<file path="src/hdl/abu_consts.svh">
// register map, field positions, reset values, break opcode and vectors of the address breakpoint unit
// How it works
// - with breaks enabled, a match of the internal address bus in a fetch cycle against the breakpoint address raises a break request.
// - bit 7 of the control register enables 16-bit match breaks, reads back, clears on a zero write and on reset.
// - on a break the cpu takes the software interrupt opcode and the normal or monitor-mode vector.
// - a break starts at the end of the current instruction, or at once if the match falls on its last cycle.
// - every breakpoint address match sets the break active flag.
// - writing one to the break active flag raises a break by itself, with no match needed.
// - writing zero to the break active flag or reset clears it, and software clears it before leaving the routine.
// - high and low address bytes hold the compare address and clear to zero on reset.
// - a return-from-interrupt in the break routine ends the break state.
// - while a break is active the timer counters are held stopped.
// - during a break the watchdog is disabled while the test level is present on the reset pin.
// - the comparison stays live in wait mode so that a match ends the wait.
// - the break-wait flag sets when a break ends wait mode, reads back and clears on a zero write or reset.
// - a break wakes the device from stop and sets the low-power exit flag.
// - in the break state, status writes clear status bits only while the clear-flag enable is set.
`ifndef ABU_CONSTS_SVH
`define ABU_CONSTS_SVH
`define ABU_OFS_CTRL 3'h0
`define ABU_OFS_ADRH 3'h1
`define ABU_OFS_ADRL 3'h2
`define ABU_OFS_WAKE 3'h3
`define ABU_OFS_FCLR 3'h4
`define ABU_OFS_IRQS 3'h5
`define ABU_OFS_IRQM 3'h6
`define ABU_BIT_ENABLE 7
`define ABU_BIT_ACTIVE 6
`define ABU_BIT_WAIT 1
`define ABU_BIT_LPEXIT 0
`define ABU_BIT_CLREN 7
`define ABU_RST_BYTE 8'h00
`define ABU_SWI_OPCODE 8'h83
`define ABU_VEC_NORMAL 16'hFFFC
`define ABU_VEC_MONITOR 16'hFEFC
`endif

</file>
<file path="src/hdl/abu_pkg.sv">
// types of the address breakpoint unit
package abu_pkg;
   typedef enum logic [1:0] {ABU_IDLE, ABU_PEND, ABU_BREAK} abu_state_t;
   typedef struct packed {
      abu_state_t st;
      logic enable;
      logic active;
      logic bwait;
      logic lpexit;
      logic clren;
      logic [7:0] adrh;
      logic [7:0] adrl;
      logic [7:0] rdata;
      logic [2:0] irq_st;
      logic [2:0] irq_mk;
      logic was_wait;
   } abu_regs_t;
endpackage : abu_pkg

</file>
<file path="src/hdl/abu_break_unit.sv">
// address breakpoint unit: compare, break sequencing, low-power exits and register file
`include "abu_consts.svh"
module abu_break_unit
(
   input wire logic clk,
   input wire logic sys_rst,
   input wire logic [2:0] reg_addr,
   input wire logic [7:0] reg_wdata,
   input wire logic reg_wr,
   input wire logic reg_rd,
   output logic [7:0] reg_rdata,
   input wire logic [15:0] cpu_addr,
   input wire logic cpu_fetch,
   input wire logic cpu_last_cycle,
   input wire logic cpu_rti,
   input wire logic cpu_in_wait,
   input wire logic cpu_in_stop,
   input wire logic monitor_mode,
   input wire logic test_level_voltage,
   output logic break_req,
   output logic [7:0] software_interrupt_opcode,
   output logic [15:0] break_vector,
   output logic low_power_wake,
   output logic timer_counters_stop,
   output logic watchdog_disable,
   output logic status_clear_allow,
   output logic irq
);
   import abu_pkg::*;

   abu_regs_t r_r;
   abu_regs_t r_nxt;
   logic match;
   logic sw_break;
   logic boundary;
   logic take;

   ////////////////////////////////////////////////////////////////////////////
   always_comb
   begin
      match = r_r.enable && cpu_fetch && (cpu_addr == {r_r.adrh, r_r.adrl});
      sw_break = reg_wr && (reg_addr == `ABU_OFS_CTRL) && reg_wdata[`ABU_BIT_ACTIVE];
      boundary = cpu_last_cycle || cpu_in_wait || cpu_in_stop;
      take = (match || sw_break || r_r.st == ABU_PEND) && boundary;
      r_nxt = r_r;
      r_nxt.rdata = 8'h00;
      case (r_r.st)
         ABU_IDLE:
         begin
            if (match || sw_break)
            begin
               r_nxt.st = take ? ABU_BREAK : ABU_PEND;
               r_nxt.was_wait = cpu_in_wait;
            end
         end
         ABU_PEND:
         begin
            if (cpu_in_wait)
            begin
               r_nxt.was_wait = 1'b1;
            end
            if (take)
            begin
               r_nxt.st = ABU_BREAK;
            end
         end
         ABU_BREAK:
         begin
            if (cpu_rti)
            begin
               r_nxt.st = ABU_IDLE;
            end
         end
         default:
         begin
            r_nxt.st = ABU_IDLE;
         end
      endcase
      if (reg_wr)
      begin
         case (reg_addr)
            `ABU_OFS_CTRL:
            begin
               r_nxt.enable = reg_wdata[`ABU_BIT_ENABLE];
               r_nxt.active = reg_wdata[`ABU_BIT_ACTIVE];
            end
            `ABU_OFS_ADRH:
            begin
               r_nxt.adrh = reg_wdata;
            end
            `ABU_OFS_ADRL:
            begin
               r_nxt.adrl = reg_wdata;
            end
            `ABU_OFS_WAKE:
            begin
               // status clears obey the break-state guard
               if (status_clear_allow)
               begin
                  r_nxt.bwait = r_r.bwait & reg_wdata[`ABU_BIT_WAIT];
                  r_nxt.lpexit = r_r.lpexit & reg_wdata[`ABU_BIT_LPEXIT];
               end
            end
            `ABU_OFS_FCLR:
            begin
               r_nxt.clren = reg_wdata[`ABU_BIT_CLREN];
            end
            `ABU_OFS_IRQS:
            begin
               if (status_clear_allow)
               begin
                  r_nxt.irq_st = r_r.irq_st & ~reg_wdata[2:0];
               end
            end
            `ABU_OFS_IRQM:
            begin
               r_nxt.irq_mk = reg_wdata[2:0];
            end
            default:
            begin
            end
         endcase
      end
      // set wins over clear
      if (match)
      begin
         r_nxt.active = 1'b1;
         r_nxt.irq_st[0] = 1'b1;
      end
      if (take && r_r.st != ABU_BREAK)
      begin
         r_nxt.irq_st[1] = 1'b1;
         if (cpu_in_wait || r_r.was_wait)
         begin
            r_nxt.bwait = 1'b1;
         end
         if (cpu_in_stop)
         begin
            r_nxt.lpexit = 1'b1;
         end
      end
      if (r_r.st == ABU_BREAK && cpu_rti)
      begin
         r_nxt.irq_st[2] = 1'b1;
         r_nxt.was_wait = 1'b0;
      end
      if (reg_rd)
      begin
         case (reg_addr)
            `ABU_OFS_CTRL:
            begin
               r_nxt.rdata = {r_r.enable, r_r.active, 6'h00};
            end
            `ABU_OFS_ADRH:
            begin
               r_nxt.rdata = r_r.adrh;
            end
            `ABU_OFS_ADRL:
            begin
               r_nxt.rdata = r_r.adrl;
            end
            `ABU_OFS_WAKE:
            begin
               r_nxt.rdata = {6'h00, r_r.bwait, r_r.lpexit};
            end
            `ABU_OFS_FCLR:
            begin
               r_nxt.rdata = {r_r.clren, 7'h00};
            end
            `ABU_OFS_IRQS:
            begin
               r_nxt.rdata = {5'h00, r_r.irq_st};
            end
            `ABU_OFS_IRQM:
            begin
               r_nxt.rdata = {5'h00, r_r.irq_mk};
            end
            default:
            begin
               r_nxt.rdata = 8'h00;
            end
         endcase
      end
   end

   always_ff @(posedge clk)
   begin
      if (sys_rst)
      begin
         r_r <= '{st: ABU_IDLE, enable: 1'b0, active: 1'b0, bwait: 1'b0, lpexit: 1'b0, clren: 1'b0,
                  adrh: `ABU_RST_BYTE, adrl: `ABU_RST_BYTE, rdata: 8'h00, irq_st: 3'h0, irq_mk: 3'h0,
                  was_wait: 1'b0};
      end
      else
      begin
         r_r <= r_nxt;
      end
   end

   ////////////////////////////////////////////////////////////////////////////
   // outputs toward the cpu and neighbours
   always_comb
   begin
      reg_rdata = r_r.rdata;
      break_req = (r_r.st == ABU_PEND) || ((r_r.st == ABU_IDLE) && (match || sw_break));
      software_interrupt_opcode = `ABU_SWI_OPCODE;
      break_vector = monitor_mode ? `ABU_VEC_MONITOR : `ABU_VEC_NORMAL;
      low_power_wake = take && (cpu_in_wait || cpu_in_stop);
      timer_counters_stop = (r_r.st == ABU_BREAK);
      watchdog_disable = (r_r.st == ABU_BREAK) && test_level_voltage;
      status_clear_allow = (r_r.st != ABU_BREAK) || r_r.clren;
      irq = |(r_r.irq_st & r_r.irq_mk);
   end

   ////////////////////////////////////////////////////////////////////////////
   break_match_a: assert property (@(posedge clk) disable iff (sys_rst) match |=> r_r.active)
      else $error("match did not set active flag");
   match_gate_a: assert property (@(posedge clk) disable iff (sys_rst) !r_r.enable |-> !match)
      else $error("match while disabled");
   pend_hold_a: assert property (@(posedge clk) disable iff (sys_rst)
      (r_r.st == ABU_PEND && !boundary) |=> r_r.st == ABU_PEND && break_req)
      else $error("request dropped before boundary");
   boundary_take_a: assert property (@(posedge clk) disable iff (sys_rst)
      (break_req && boundary) |=> r_r.st == ABU_BREAK)
      else $error("break not started at boundary");
   sw_break_a: assert property (@(posedge clk) disable iff (sys_rst)
      (r_r.st == ABU_IDLE && sw_break) |-> break_req)
      else $error("software break not requested");
   rti_end_a: assert property (@(posedge clk) disable iff (sys_rst)
      (r_r.st == ABU_BREAK && cpu_rti) |=> !timer_counters_stop)
      else $error("break not ended by return");
   wdog_off_a: assert property (@(posedge clk) disable iff (sys_rst)
      (timer_counters_stop && test_level_voltage) |-> watchdog_disable)
      else $error("watchdog not disabled");
   wait_flag_a: assert property (@(posedge clk) disable iff (sys_rst)
      (take && cpu_in_wait && r_r.st != ABU_BREAK) |=> r_r.bwait)
      else $error("break wait flag not set");
   stop_exit_a: assert property (@(posedge clk) disable iff (sys_rst)
      (take && cpu_in_stop && r_r.st != ABU_BREAK) |=> r_r.lpexit ##0 $past(low_power_wake))
      else $error("stop exit not flagged");
   clear_gate_a: assert property (@(posedge clk) disable iff (sys_rst)
      (timer_counters_stop && !r_r.clren) |-> !status_clear_allow)
      else $error("status clear allowed in break");
   addr_reset_a: assert property (@(posedge clk) $past(sys_rst) |-> r_r.adrh == 8'h00 && r_r.adrl == 8'h00)
      else $error("address not cleared by reset");
   vector_a: assert property (@(posedge clk) disable iff (sys_rst)
      monitor_mode |-> break_vector == 16'hFEFC)
      else $error("wrong monitor vector");

   ////////////////////////////////////////////////////////////////////////////
   // register file and reset
   adrh_write_a: assert property (@(posedge clk) disable iff (sys_rst)
      (reg_wr && reg_addr == `ABU_OFS_ADRH) |=> r_r.adrh == $past(reg_wdata))
      else $error("address high byte not written");
   adrl_write_a: assert property (@(posedge clk) disable iff (sys_rst)
      (reg_wr && reg_addr == `ABU_OFS_ADRL) |=> r_r.adrl == $past(reg_wdata))
      else $error("address low byte not written");
   enable_write_a: assert property (@(posedge clk) disable iff (sys_rst)
      (reg_wr && reg_addr == `ABU_OFS_CTRL) |=> r_r.enable == $past(reg_wdata[7]))
      else $error("enable bit not written");
   active_clear_a: assert property (@(posedge clk) disable iff (sys_rst)
      (reg_wr && reg_addr == `ABU_OFS_CTRL && !reg_wdata[6] && !match) |=> !r_r.active)
      else $error("active flag not cleared by zero write");
   active_sw_a: assert property (@(posedge clk) disable iff (sys_rst)
      sw_break |=> r_r.active)
      else $error("software break did not set active flag");
   enable_reset_a: assert property (@(posedge clk)
      $past(sys_rst) |-> !r_r.enable && !r_r.active)
      else $error("control bits not cleared by reset");
   flags_reset_a: assert property (@(posedge clk)
      $past(sys_rst) |-> !r_r.bwait && !r_r.lpexit)
      else $error("wake flags not cleared by reset");
   state_reset_a: assert property (@(posedge clk)
      $past(sys_rst) |-> r_r.st == ABU_IDLE && !timer_counters_stop)
      else $error("break state after reset");
   read_adrh_a: assert property (@(posedge clk) disable iff (sys_rst)
      (reg_rd && reg_addr == `ABU_OFS_ADRH) |=> reg_rdata == $past(r_r.adrh))
      else $error("address high byte read wrong");
   read_ctrl_a: assert property (@(posedge clk) disable iff (sys_rst)
      (reg_rd && reg_addr == `ABU_OFS_CTRL) |=> reg_rdata[7] == $past(r_r.enable))
      else $error("enable bit read wrong");
   rdata_idle_a: assert property (@(posedge clk) disable iff (sys_rst)
      !reg_rd |=> reg_rdata == 8'h00)
      else $error("read data outside read cycle");

   ////////////////////////////////////////////////////////////////////////////
   // request and break sequencing
   match_req_a: assert property (@(posedge clk) disable iff (sys_rst)
      (r_r.st == ABU_IDLE && match) |-> break_req)
      else $error("match raised no request");
   no_req_break_a: assert property (@(posedge clk) disable iff (sys_rst)
      r_r.st == ABU_BREAK |-> !break_req)
      else $error("request repeated inside break");
   break_hold_a: assert property (@(posedge clk) disable iff (sys_rst)
      (r_r.st == ABU_BREAK && !cpu_rti) |=> r_r.st == ABU_BREAK)
      else $error("break left without return");
   pend_entry_a: assert property (@(posedge clk) disable iff (sys_rst)
      (r_r.st == ABU_IDLE && (match || sw_break) && !boundary) |=> r_r.st == ABU_PEND)
      else $error("request not held until boundary");
   immediate_take_a: assert property (@(posedge clk) disable iff (sys_rst)
      (r_r.st == ABU_IDLE && match && cpu_last_cycle) |=> r_r.st == ABU_BREAK)
      else $error("last cycle match not taken at once");
   idle_stays_a: assert property (@(posedge clk) disable iff (sys_rst)
      (r_r.st == ABU_IDLE && !match && !sw_break) |=> r_r.st == ABU_IDLE)
      else $error("break without cause");
   timer_start_a: assert property (@(posedge clk) disable iff (sys_rst)
      $rose(timer_counters_stop) |-> $past(take))
      else $error("timers stopped without break");
   timer_run_a: assert property (@(posedge clk) disable iff (sys_rst)
      $fell(timer_counters_stop) |-> $past(cpu_rti))
      else $error("timers released without return");
   rti_irq_a: assert property (@(posedge clk) disable iff (sys_rst)
      (r_r.st == ABU_BREAK && cpu_rti) |=> r_r.irq_st[2])
      else $error("break end not flagged");
   match_irq_a: assert property (@(posedge clk) disable iff (sys_rst)
      match |=> r_r.irq_st[0])
      else $error("match not flagged");
   irq_mask_a: assert property (@(posedge clk) disable iff (sys_rst)
      r_r.irq_mk == 3'h0 |-> !irq)
      else $error("masked interrupt raised");

   ////////////////////////////////////////////////////////////////////////////
   // neighbours, low-power exits and flag protection
   wdog_idle_a: assert property (@(posedge clk) disable iff (sys_rst)
      !timer_counters_stop |-> !watchdog_disable)
      else $error("watchdog disabled outside break");
   wdog_tlv_a: assert property (@(posedge clk) disable iff (sys_rst)
      !test_level_voltage |-> !watchdog_disable)
      else $error("watchdog disabled without test level");
   vector_normal_a: assert property (@(posedge clk) disable iff (sys_rst)
      !monitor_mode |-> break_vector == 16'hFFFC)
      else $error("wrong normal vector");
   opcode_a: assert property (@(posedge clk) disable iff (sys_rst)
      software_interrupt_opcode == `ABU_SWI_OPCODE)
      else $error("wrong break opcode");
   wake_wait_a: assert property (@(posedge clk) disable iff (sys_rst)
      (take && cpu_in_wait) |-> low_power_wake)
      else $error("break did not end wait");
   wake_only_a: assert property (@(posedge clk) disable iff (sys_rst)
      low_power_wake |-> (cpu_in_wait || cpu_in_stop))
      else $error("wake outside low power");
   wait_match_a: assert property (@(posedge clk) disable iff (sys_rst)
      (cpu_in_wait && match && r_r.st == ABU_IDLE) |=> r_r.st == ABU_BREAK && r_r.bwait)
      else $error("match in wait not taken");
   stop_wake_a: assert property (@(posedge clk) disable iff (sys_rst)
      (cpu_in_stop && break_req) |-> low_power_wake)
      else $error("break did not end stop");
   wait_hold_a: assert property (@(posedge clk) disable iff (sys_rst)
      (r_r.bwait && !(reg_wr && reg_addr == `ABU_OFS_WAKE)) |=> r_r.bwait)
      else $error("break wait flag lost");
   wait_clear_a: assert property (@(posedge clk) disable iff (sys_rst)
      (reg_wr && reg_addr == `ABU_OFS_WAKE && !reg_wdata[1] && status_clear_allow && !take) |=> !r_r.bwait)
      else $error("break wait flag not cleared");
   lpexit_hold_a: assert property (@(posedge clk) disable iff (sys_rst)
      (r_r.lpexit && !(reg_wr && reg_addr == `ABU_OFS_WAKE)) |=> r_r.lpexit)
      else $error("low power exit flag lost");
   lpexit_clear_a: assert property (@(posedge clk) disable iff (sys_rst)
      (reg_wr && reg_addr == `ABU_OFS_WAKE && !reg_wdata[0] && status_clear_allow && !take) |=> !r_r.lpexit)
      else $error("low power exit flag not cleared");
   guard_wait_a: assert property (@(posedge clk) disable iff (sys_rst)
      (reg_wr && reg_addr == `ABU_OFS_WAKE && !status_clear_allow && r_r.bwait) |=> r_r.bwait)
      else $error("guarded wait flag cleared");
   guard_irq_a: assert property (@(posedge clk) disable iff (sys_rst)
      (reg_wr && reg_addr == `ABU_OFS_IRQS && !status_clear_allow && r_r.irq_st[0]) |=> r_r.irq_st[0])
      else $error("guarded status cleared");
   clear_open_a: assert property (@(posedge clk) disable iff (sys_rst)
      r_r.st != ABU_BREAK |-> status_clear_allow)
      else $error("clears blocked outside break");
   clren_open_a: assert property (@(posedge clk) disable iff (sys_rst)
      r_r.clren |-> status_clear_allow)
      else $error("clears blocked with enable set");

   match_break_c: cover property (@(posedge clk) disable iff (sys_rst) match ##[1:20] r_r.st == ABU_BREAK);
   sw_break_c: cover property (@(posedge clk) disable iff (sys_rst) sw_break ##[1:20] cpu_rti);
   wait_exit_c: cover property (@(posedge clk) disable iff (sys_rst) take && cpu_in_wait);
   stop_exit_c: cover property (@(posedge clk) disable iff (sys_rst) take && cpu_in_stop);
   pend_take_c: cover property (@(posedge clk) disable iff (sys_rst) r_r.st == ABU_PEND ##1 r_r.st == ABU_BREAK);
endmodule : abu_break_unit

</file>
<file path="config.mk">
export PLATFORM = sky130hd
export DESIGN_NAME = abu_break_unit
export DESIGN_NICKNAME = d
export VERILOG_FILES = /design/src/hdl/abu_pkg.sv /design/src/hdl/abu_break_unit.sv
export VERILOG_INCLUDE_DIRS = /design/src /design/src/hdl
export SDC_FILE = /design/constraint.sdc
export NUM_CORES = 1
export LEC_CHECK = 0
export CORE_MARGIN = 2
export CORE_UTILIZATION = 57
export DETAILED_ROUTE_END_ITERATION = 10
export DONT_BUFFER_PORTS = 1
export GPL_TIMING_DRIVEN = 0
export HOLD_SLACK_MARGIN = 0.05
export PLACE_DENSITY_LB_ADDON = 0.2
export SKIP_CTS_REPAIR_TIMING = 1
export SLEW_MARGIN = 20
export SYNTH_ARGS = -nofsm -noshare
export SYNTH_HDL_FRONTEND = slang
export SYNTH_SLANG_ARGS = --single-unit
</file>
<file path="constraint.sdc">
create_clock -name clk -period 1.3 [get_ports clk]
set_input_delay 0.195 -clock clk [delete_from_list [all_inputs] [get_ports clk]]
set_output_delay 0.195 -clock clk [all_outputs]
set_load 0.01 [all_outputs]
</file>
==> flow_summary.yaml, run 1 <==
sta:
  setup_violations: 12
  max_freq_mhz: 555
  rsz0062_at_grt: "yes"
  finClkSkew_ps: 5.04
  period_share_pct: 139
  worst-slew-pin-transition_ps: 546
  relSlewSlack_pct: 63.6
  finalMaxSlewViolations: 0
  finalHoldViolations: 0
  hold_slack_ps: 12.5
  period_needed_ps: 1800
  worst_slack_ps: -501
power_and_ir_drop:
  leakage_nw: 1.06
  vdd_drop_max_mv: 0.766
  combPwrFrac_pct: 14.2
  sw_frac_of_total_pct: 26.4
  internal_power_mw: 1.70
  p_sw_mw: 0.610
  pwr-share-clk_pct: 34.1
  p_seq_share_pct: 51.8
  cellPowerDensity_nw_per_um2: 873
placement:
  dp.cells: 332
  place.gp.congestion: 0.851
  io_buffers: 0
  hpwlAfterDp_um: 3630
clocking:
  cts_root_buf: "clkbuf_8"
  cts.sinks: 38
  clk_latency_ps: 300
  cts_buffers: 5
  htree_num_levels: 2
  clk_pin_slew_ps: 70
  ctsLongestPathBuffers: 2
  cts_tree: "yes"
worst_setup_path:
  end_kind: "primary output"
  start_kind: "register"
  worst-path-max-fanout: 5
  worstSetupPathType: "reg2out"
  worstPathRequired_ps: 1110
  arrival_ps: 1610
synth:
  synth_top_area_share_pct: 35.2
  synth_edf_count: 0
  synth_top_cell_by_area: "dfxtp_1"
  ys_top_cells_by_area: "dfxtp_1, buf_4, nand2_1"
  syn_area_um2: 2160
  synth_cells: 263
  synth-async-reset-ratio_pct: 0
  syn_area_per_cell_um2: 8.22
  yosysMostFrequentCell: "nand2_1"
  synth_ff_type: "dfxtp_1"
  ys_seq_area_share_pct: 35.2
  yosys_warnings: 0
  synth_commonest_cells: "nand2_1, dfxtp_1, buf_4, a21oi_1, xnor2_1"
  ys_ff_latch: 38
  synth_cell_type_count: 46
layout:
  num_antenna_cells: 0
  final_cells: 355
  area_growth_pct: 22.4
  nFillCells: 298
  final_nets: 345
  layout-drive-gt1-share_pct: 30.0
global_route:
  grt_max_degree: 12
  grt_busiest_layer: "met2"
  grt_usage_pct: 23.5
  grt_pass1_wl_um: 7650
  grt_use_met2_pct: 37.0
  antenna_found_initial: 0
  grt_pass1_vias: 1700
  grtUsageMet3_pct: 6.68
  grt_util_met1_pct: 29.7
  overflow: 0
routing:
  antenna_left: 0
  drc_errors: 0
  drt-wirelength-per-cell_um: 14.6
  first_iter_violations: 135
  dr_total_vias: 1885
  avgViaCountPerCell: 5.31
  postRouteWirelength_um: 5170
  dr.pass1.iters: 4
floorplanning:
  die_area_um2: 4300
  num_rows: 22
  core_um2: 3660
  die_h_um: 65.6
  io_pins: 76
  dieWidth_um: 65.6
  start_util_pct: 59.1
flow_run:
  cap_viol_max_count: 0
status:
  violations: "negative setup slack"
  status: "finished with violations"
min_path:
  hold_class: "in2reg"
## cells in the final DEF, fill, tap and decap left out, types with 3 or more instances in the layout
cell / count
a21oi_1: 23
a21oi_2: 3
a22oi_1: 6
buf_2: 3
buf_4: 38
clkbuf_1: 6
clkbuf_8: 5
conb_1: 23
dfxtp_1: 23
dfxtp_2: 12
dfxtp_4: 3
dlygate4sd3_1: 9
inv_1: 8
mux2i_1: 8
nand2_1: 40
nand2b_1: 3
nand3_1: 4
nand3b_1: 3
nand4_1: 4
nor2_1: 14
nor2b_1: 5
o21ai_0: 6
xnor2_1: 10
xnor2_2: 6
## final cells by class
cell class	count	area [um^2]	area share [%]
clock inverter	2	10.0	0.378
clock buffer	5	68.8	2.60
timing repair buffer	16	143	5.39
buffer	42	285	10.8
sequential	38	787	29.7
multi-input combinational	195	1260	47.6
inverter	9	33.8	1.28
tap	48	60.1	2.27
## worst max-delay path: stages (launching register included)
cell,delay (ps)
dfxtp_2,350
xnor2_1,180
nand3_1,140
nor3_4,300
a21oi_4,120
a21oi_2,210
## per-layer routing
| layer | wire length [um] | part of all wire, % |
|---|---|---|
| met2 | 2500 | 48 |
| met5 | 0 | 0 |
| met1 | 2150 | 42 |
| met4 | 132 | 2.6 |
| met3 | 381 | 7.4 |
## kinds of logic (layout without fill, tap and decap cells)
logic type | after synthesis | count (layout) | share of synthesized area [%]
other | 2 | 23 | 0.347
adders and majority gates | 1 | 1 | 0.463
buffers and inverters | 51 | 74 | 14.8
xor gates and xnor gates | 16 | 16 | 6.48
and+or+nand+nor | 88 | 88 | 20.9
DFF | 38 | 38 | 35.2
muxes | 10 | 10 | 4.75
AOI/OAI and AO/OA | 57 | 57 | 17.1
## power groups by stage
stage               combinational [mW]  clock [mW]  sequential [mW]
finish                           0.327       0.786             1.20
global route                     0.358       0.826             1.20
CTS                              0.277       0.780             1.20
detailed placement               0.275           0             1.23
global placement                 0.273           0             1.23
floorplan                        0.243           0             1.22
## stage by stage
step                      cell area [um^2]  util [%]  setup slack, ps  total power [mW]  setup TNS, ps
after floorplan                       2260         -            -58.0              1.46           -224
after global placement                2320      63.3             -274              1.50          -2700
after detailed placement              2320      63.3             -312              1.50          -3230
after CTS                             2390      65.4             -622              2.26          -3080
after global routing                  2650      72.3             -550              2.38          -3130
final                                 2650      72.3             -501              2.31          -2560
## state kept, by name, indices dropped and copies added, names as in the netlist
register	count
reg_rdata	8
r_r	30
## path summary, 6_finish.rpt
kind,from,endpoint,slack (ps),cells after the start
worst max register to register,r_r[28],r_r[36],-320,6
worst max-delay path,r_r[28],break_req,-500,5
worst min-delay path,reg_wdata[3],r_r[18],10,2
worst min register to register,r_r[19],r_r[19],480,2
(Power assumes the default switching activity.)
==> run 2: changes to the inputs <==
CORE_UTILIZATION = 30   (was 57)
==> flow_summary.yaml, run 2 (synthesis results as in run 1) <==
flow_run:
  cap_viol_max_count: 0
sta:
  finalHoldViolations: 0
  finalMaxSlewViolations: 0
  period_needed_ps: 1830
  relSlewSlack_pct: 59.9
  setup_violations: 12
  period_share_pct: 141
  worst-slew-pin-transition_ps: 601
  finClkSkew_ps: 11.3
  max_freq_mhz: 547
  hold_slack_ps: 32.7
  worst_slack_ps: -528
  rsz0062_at_grt: "yes"
routing:
  drc_errors: 0
  dr.pass1.iters: 4
  drt-wirelength-per-cell_um: 14.2
  dr_total_vias: 1880
  antenna_left: 0
  postRouteWirelength_um: 5770
  avgViaCountPerCell: 4.63
  first_iter_violations: 100
min_path:
  hold_class: "in2reg"
worst_setup_path:
  start_kind: "register"
  critPathSlowestCell: "dfxtp_2"
  worstSetupPathType: "reg2out"
  end_kind: "primary output"
  cp_cell_sequence: "xnor2_1 -> nand3_1 -> nor3_4 -> a21oi_4 -> a21oi_2"
  worstPathRequired_ps: 1110
  arrival_ps: 1630
  cp_slowest_stage_delay_ps: 340
  worst-path-max-fanout: 5
power_and_ir_drop:
  pwr-share-clk_pct: 44.5
  p_sw_mw: 0.643
  leakage_nw: 1.09
  cellPowerDensity_nw_per_um2: 1000
  vdd_drop_max_mv: 0.349
  combPwrFrac_pct: 12.0
  p_seq_share_pct: 43.5
  finalPower_mw: 2.75
  sw_frac_of_total_pct: 23.4
  internal_power_mw: 2.11
floorplanning:
  io_pins: 76
  num_rows: 30
  die_area_um2: 7900
  start_util_pct: 31.5
  dieWidth_um: 88.9
  die_h_um: 88.9
  core_um2: 6870
placement:
  hpwlAfterDp_um: 4170
  io_buffers: 0
  place.gp.congestion: 0.771
layout:
  largest_reg_flops: 30
  final_common_cell: "buf_4"
  largest_register: "r_r"
  final_nets: 347
  mostFrequentLayoutCells: "buf_4, nand2_1, a21oi_1, dfxtp_1, conb_1"
  area_growth_pct: 27.0
  layout-drive-gt1-share_pct: 29.7
  num_antenna_cells: 0
global_route:
  grt_pass1_vias: 1623
  antenna_found_initial: 0
  grt_usage_pct: 14.2
  grt_max_degree: 14
  overflow: 0
  grt_pass1_wl_um: 8410
clocking:
  clk_pin_slew_ps: 80
  cts_buffers: 5
  cts.sinks: 38
  cts_root_buf: "clkbuf_8"
  htree_num_levels: 2
  cts_tree: "yes"
  clk_latency_ps: 300
  ctsLongestPathBuffers: 2
status:
  status: "finished with violations"
  violations: "negative setup slack"
## run 2: cell count changes in the layout (fill, tap and decap cells not counted), moves of 2 or more
cell / change
buf_4: +2
bufinv_16: +2
clkinv_2: -2
xnor2_1: +2
xnor2_2: -2
## run 2: power by group through the flow
| stage | Sequential, mW | Combinational, mW | Clock, mW |
|---|---|---|---|
| 2_1_floorplan | 1.22 | 0.243 | 0 |
| 3_3_place_gp | 1.23 | 0.281 | 0 |
| 3_5_place_dp | 1.23 | 0.283 | 0 |
| 4_1_cts | 1.20 | 0.284 | 1.25 |
| 5_1_grt | 1.20 | 0.363 | 1.30 |
| 6_report | 1.20 | 0.331 | 1.23 |
## run 2: metal layers
metal	wire length [um]	GRT usage (%)
met1	2550	19.1
met2	2650	21.6
met3	522	4.80
met4	52	4.41
met5	0	0
## run 2: worst max-delay path, delay by kind of cell (launching register included)
kind | cells | cell delay, ps
AND/OR/NAND/NOR | 2 | 500
flip-flops | 1 | 340
AO/OA/AOI/OAI | 2 | 340
XOR/XNOR | 1 | 150
## run 2: per-stage QoR
stage | util (%) | TNS, ps | area, um^2 | setup WS (ps) | instances
after detailed placement | 34.6 | -4830 | 2380 | -324 | 380
after CTS | 36.6 | -3330 | 2510 | -650 | 388
after global routing | 40.0 | -3710 | 2750 | -591 | 406
after global placement | 34.6 | -4820 | 2380 | -343 | 380
final | 40.0 | -2880 | 2750 | -528 | 406
after floorplan | - | -224 | 2260 | -58.0 | 284
## run 2: cell type report
type,count,area (um^2)
buffer,42,287
clock buffer,5,68.8
clock inverter,3,68.8
fill,724,4120
inverter,9,36.3
multi-input combinational,195,1220
sequential,38,783
tap,96,120
timing repair buffer,18,158
## run 2: path summary, 6_finish.rpt
path / endpoint / from / slack, ps / cells after the start
setup / recovery: low_power_wake / r_r[18] / -530 / 5
hold / removal: r_r[17] / reg_wdata[2] / 30 / 2
hold reg to reg: r_r[17] / r_r[17] / 480 / 2
setup reg to reg: r_r[36] / r_r[18] / -350 / 6
==> run 3: changes to the inputs <==
ABC_AREA = 1   (was not set)
==> flow_summary.yaml, run 3 <==
power_and_ir_drop:
  finalPower_mw: 2.32
  vdd_drop_max_mv: 0.345
  combPwrFrac_pct: 14.5
  cellPowerDensity_nw_per_um2: 866
  p_sw_mw: 0.629
  pwr-share-clk_pct: 33.3
  leakage_nw: 1.18
  p_seq_share_pct: 52.2
  internal_power_mw: 1.69
  sw_frac_of_total_pct: 27.2
clocking:
  clk_pin_slew_ps: 80
  cts.sinks: 38
  cts_root_buf: "clkbuf_8"
  cts_tree: "yes"
  htree_num_levels: 2
  ctsLongestPathBuffers: 2
  cts_buffers: 5
  clk_latency_ps: 290
layout:
  largest_reg_flops: 30
  final_common_cell: "nand2_1"
  largest_register: "r_r"
  final_nets: 388
  num_antenna_cells: 0
  mostFrequentLayoutCells: "nand2_1, inv_1, buf_4, dfxtp_1, a21oi_1"
  layout-drive-gt1-share_pct: 30.6
  finish.utilization_pct: 37.3
  area_growth_pct: 21.6
global_route:
  grt_pass1_vias: 1682
  antenna_found_initial: 0
  grt_max_degree: 12
  grt_use_met2_pct: 23.1
  grt_busiest_layer: "met2"
  grt_util_met1_pct: 17.0
  overflow: 0
  grt_usage_pct: 14.0
  grt_pass1_wl_um: 8330
  grtUsageMet3_pct: 5.03
min_path:
  hold_class: "in2reg"
sta:
  rsz0062_at_grt: "yes"
  max_freq_mhz: 599
  setup_violations: 10
  finalMaxSlewViolations: 0
  finalHoldViolations: 0
  fin_setup_tns_ps: -1880
  finClkSkew_ps: 11.6
  worst_slack_ps: -369
  period_share_pct: 128
  period_needed_ps: 1670
worst_setup_path:
  worstPathRequired_ps: 1110
  worstSetupPathType: "reg2out"
  reg2regPathDepth: 13
  arrival_ps: 1470
  reg2reg_slack_ps: -320
  endpoint: "break_req"
  start_kind: "register"
  crit_start: "r_r[18]"
  worst-path-max-fanout: 3
  end_kind: "primary output"
  r2r_start: "r_r[18]"
  r2r-end: "r_r[37]"
status:
  status: "finished with violations"
  violations: "negative setup slack"
synth:
  syn_area_um2: 2200
  synth_commonest_cells: "nand2_1, inv_1, dfxtp_1, buf_4, a21oi_1"
  synth-simple-area-share_pct: 24.7
  synth_cell_type_count: 31
  synth-async-reset-ratio_pct: 0
  ys_ff_latch: 38
  synth_top_area_share_pct: 34.6
  yosys_warnings: 0
  syn_area_per_cell_um2: 7.03
  synth-compound-area-share_pct: 17.9
  ys_top_cells_by_area: "dfxtp_1, buf_4, nand2_1"
  synth_cells: 313
  yosys.area_share.xor_xnor_pct: 1.99
  synthAdderAreaFrac_pct: 0
  synth_edf_count: 0
  synth_ff_type: "dfxtp_1"
  synth_top_family_by_area: "simple AND/OR/NAND/NOR gates"
  yosysMostFrequentCell: "nand2_1"
  ys_seq_area_share_pct: 34.6
  yosys-mux-area-fraction_pct: 0
  synth_top_cell_by_area: "dfxtp_1"
placement:
  post-place-ws_ps: -112
  hpwlAfterDp_um: 4310
  io_buffers: 0
  place.gp.congestion: 0.828
floorplanning:
  die_h_um: 89.6
  die_area_um2: 8030
  dieWidth_um: 89.6
  io_pins: 76
  num_rows: 31
  core_um2: 7180
  start_util_pct: 30.7
routing:
  drt-wirelength-per-cell_um: 12.4
  postRouteWirelength_um: 5570
  first_iter_violations: 102
  dr.pass1.iters: 4
  dr_total_vias: 1917
  antenna_left: 0
  drc_errors: 0
  avgViaCountPerCell: 4.27
flow_run:
  cap_viol_max_count: 0
## run 3: cell count changes after synthesis, sizes merged, moves of 5 or more
cell / change
nand3: +13
o22ai: +5
inv: +46
a22oi: -6
nor2b: -5
xnor2: -11
mux2i: -8
nor2: +15
nand2: +17
o21ai: +16
## run 3: kinds of logic (layout without fill, tap and decap cells)
| kind of cell | count (synthesis) | after routing |
|---|---|---|
| simple gates | 108 | 108 |
| other cells | 2 | 23 |
| compound gates | 71 | 71 |
| xor+xnor | 5 | 5 |
| flops | 38 | 38 |
| buf+inv | 89 | 105 |
## run 3: layout make-up
type,instances,area (um^2)
sequential,38,767
clock buffer,5,68.8
fill,776,4500
multi-input combinational,207,1170
buffer,34,245
timing repair buffer,9,83.8
clock inverter,2,10.0
tap,99,124
inverter,55,206
## run 3: how the worst min path moves through the flow
| stage | slack [ps] | startpoint | to | depth (start not counted) |
|---|---|---|---|---|
| floorplan | 320 | reg_rd | reg_rdata[6] | 2 |
| global placement | 350 | reg_rd | reg_rdata[6] | 2 |
| detailed placement | 350 | reg_rd | reg_rdata[6] | 2 |
| CTS | 40 | reg_rd | reg_rdata[6] | 2 |
| global route | 60 | reg_wdata[2] | r_r[3] | 2 |
| finish | 70 | cpu_in_wait | r_r[0] | 2 |
## run 3: layer usage
metal,part of all wire [%],wire length [um],vias to the layer above
met5,0,0,-
met4,1.2,67,0
met3,9.0,499,7
met2,48,2700,62
met1,41,2300,839
li1,-,-,1009
## run 3: worst max-delay path: stages, from the launching register on
cell and delay, ps:
dfxtp_1 350, inv_2 50, nand2_1 50, nand2_1 50
nor2_1 120, nand2_1 100, nor2_4 110, nand3_4 110
nand2_4 110, nand2_4 60, nand2_4 70
## run 3: power groups by stage
stage	combinational (mW)	sequential, mW	clock, mW
floorplan	0.264	1.23	0
global placement	0.309	1.23	0
detailed placement	0.310	1.23	0
CTS	0.312	1.21	0.805
global route	0.376	1.21	0.859
finish	0.335	1.21	0.772
## run 3: per-stage QoR
stage               area, um^2  instances  hold WS [ps]
floorplan                 2280        334           324
global placement          2400        433           345
finish                    2670        449          73.1
detailed placement        2400        433           348
global route              2670        449          62.4
CTS                       2480        440          42.3
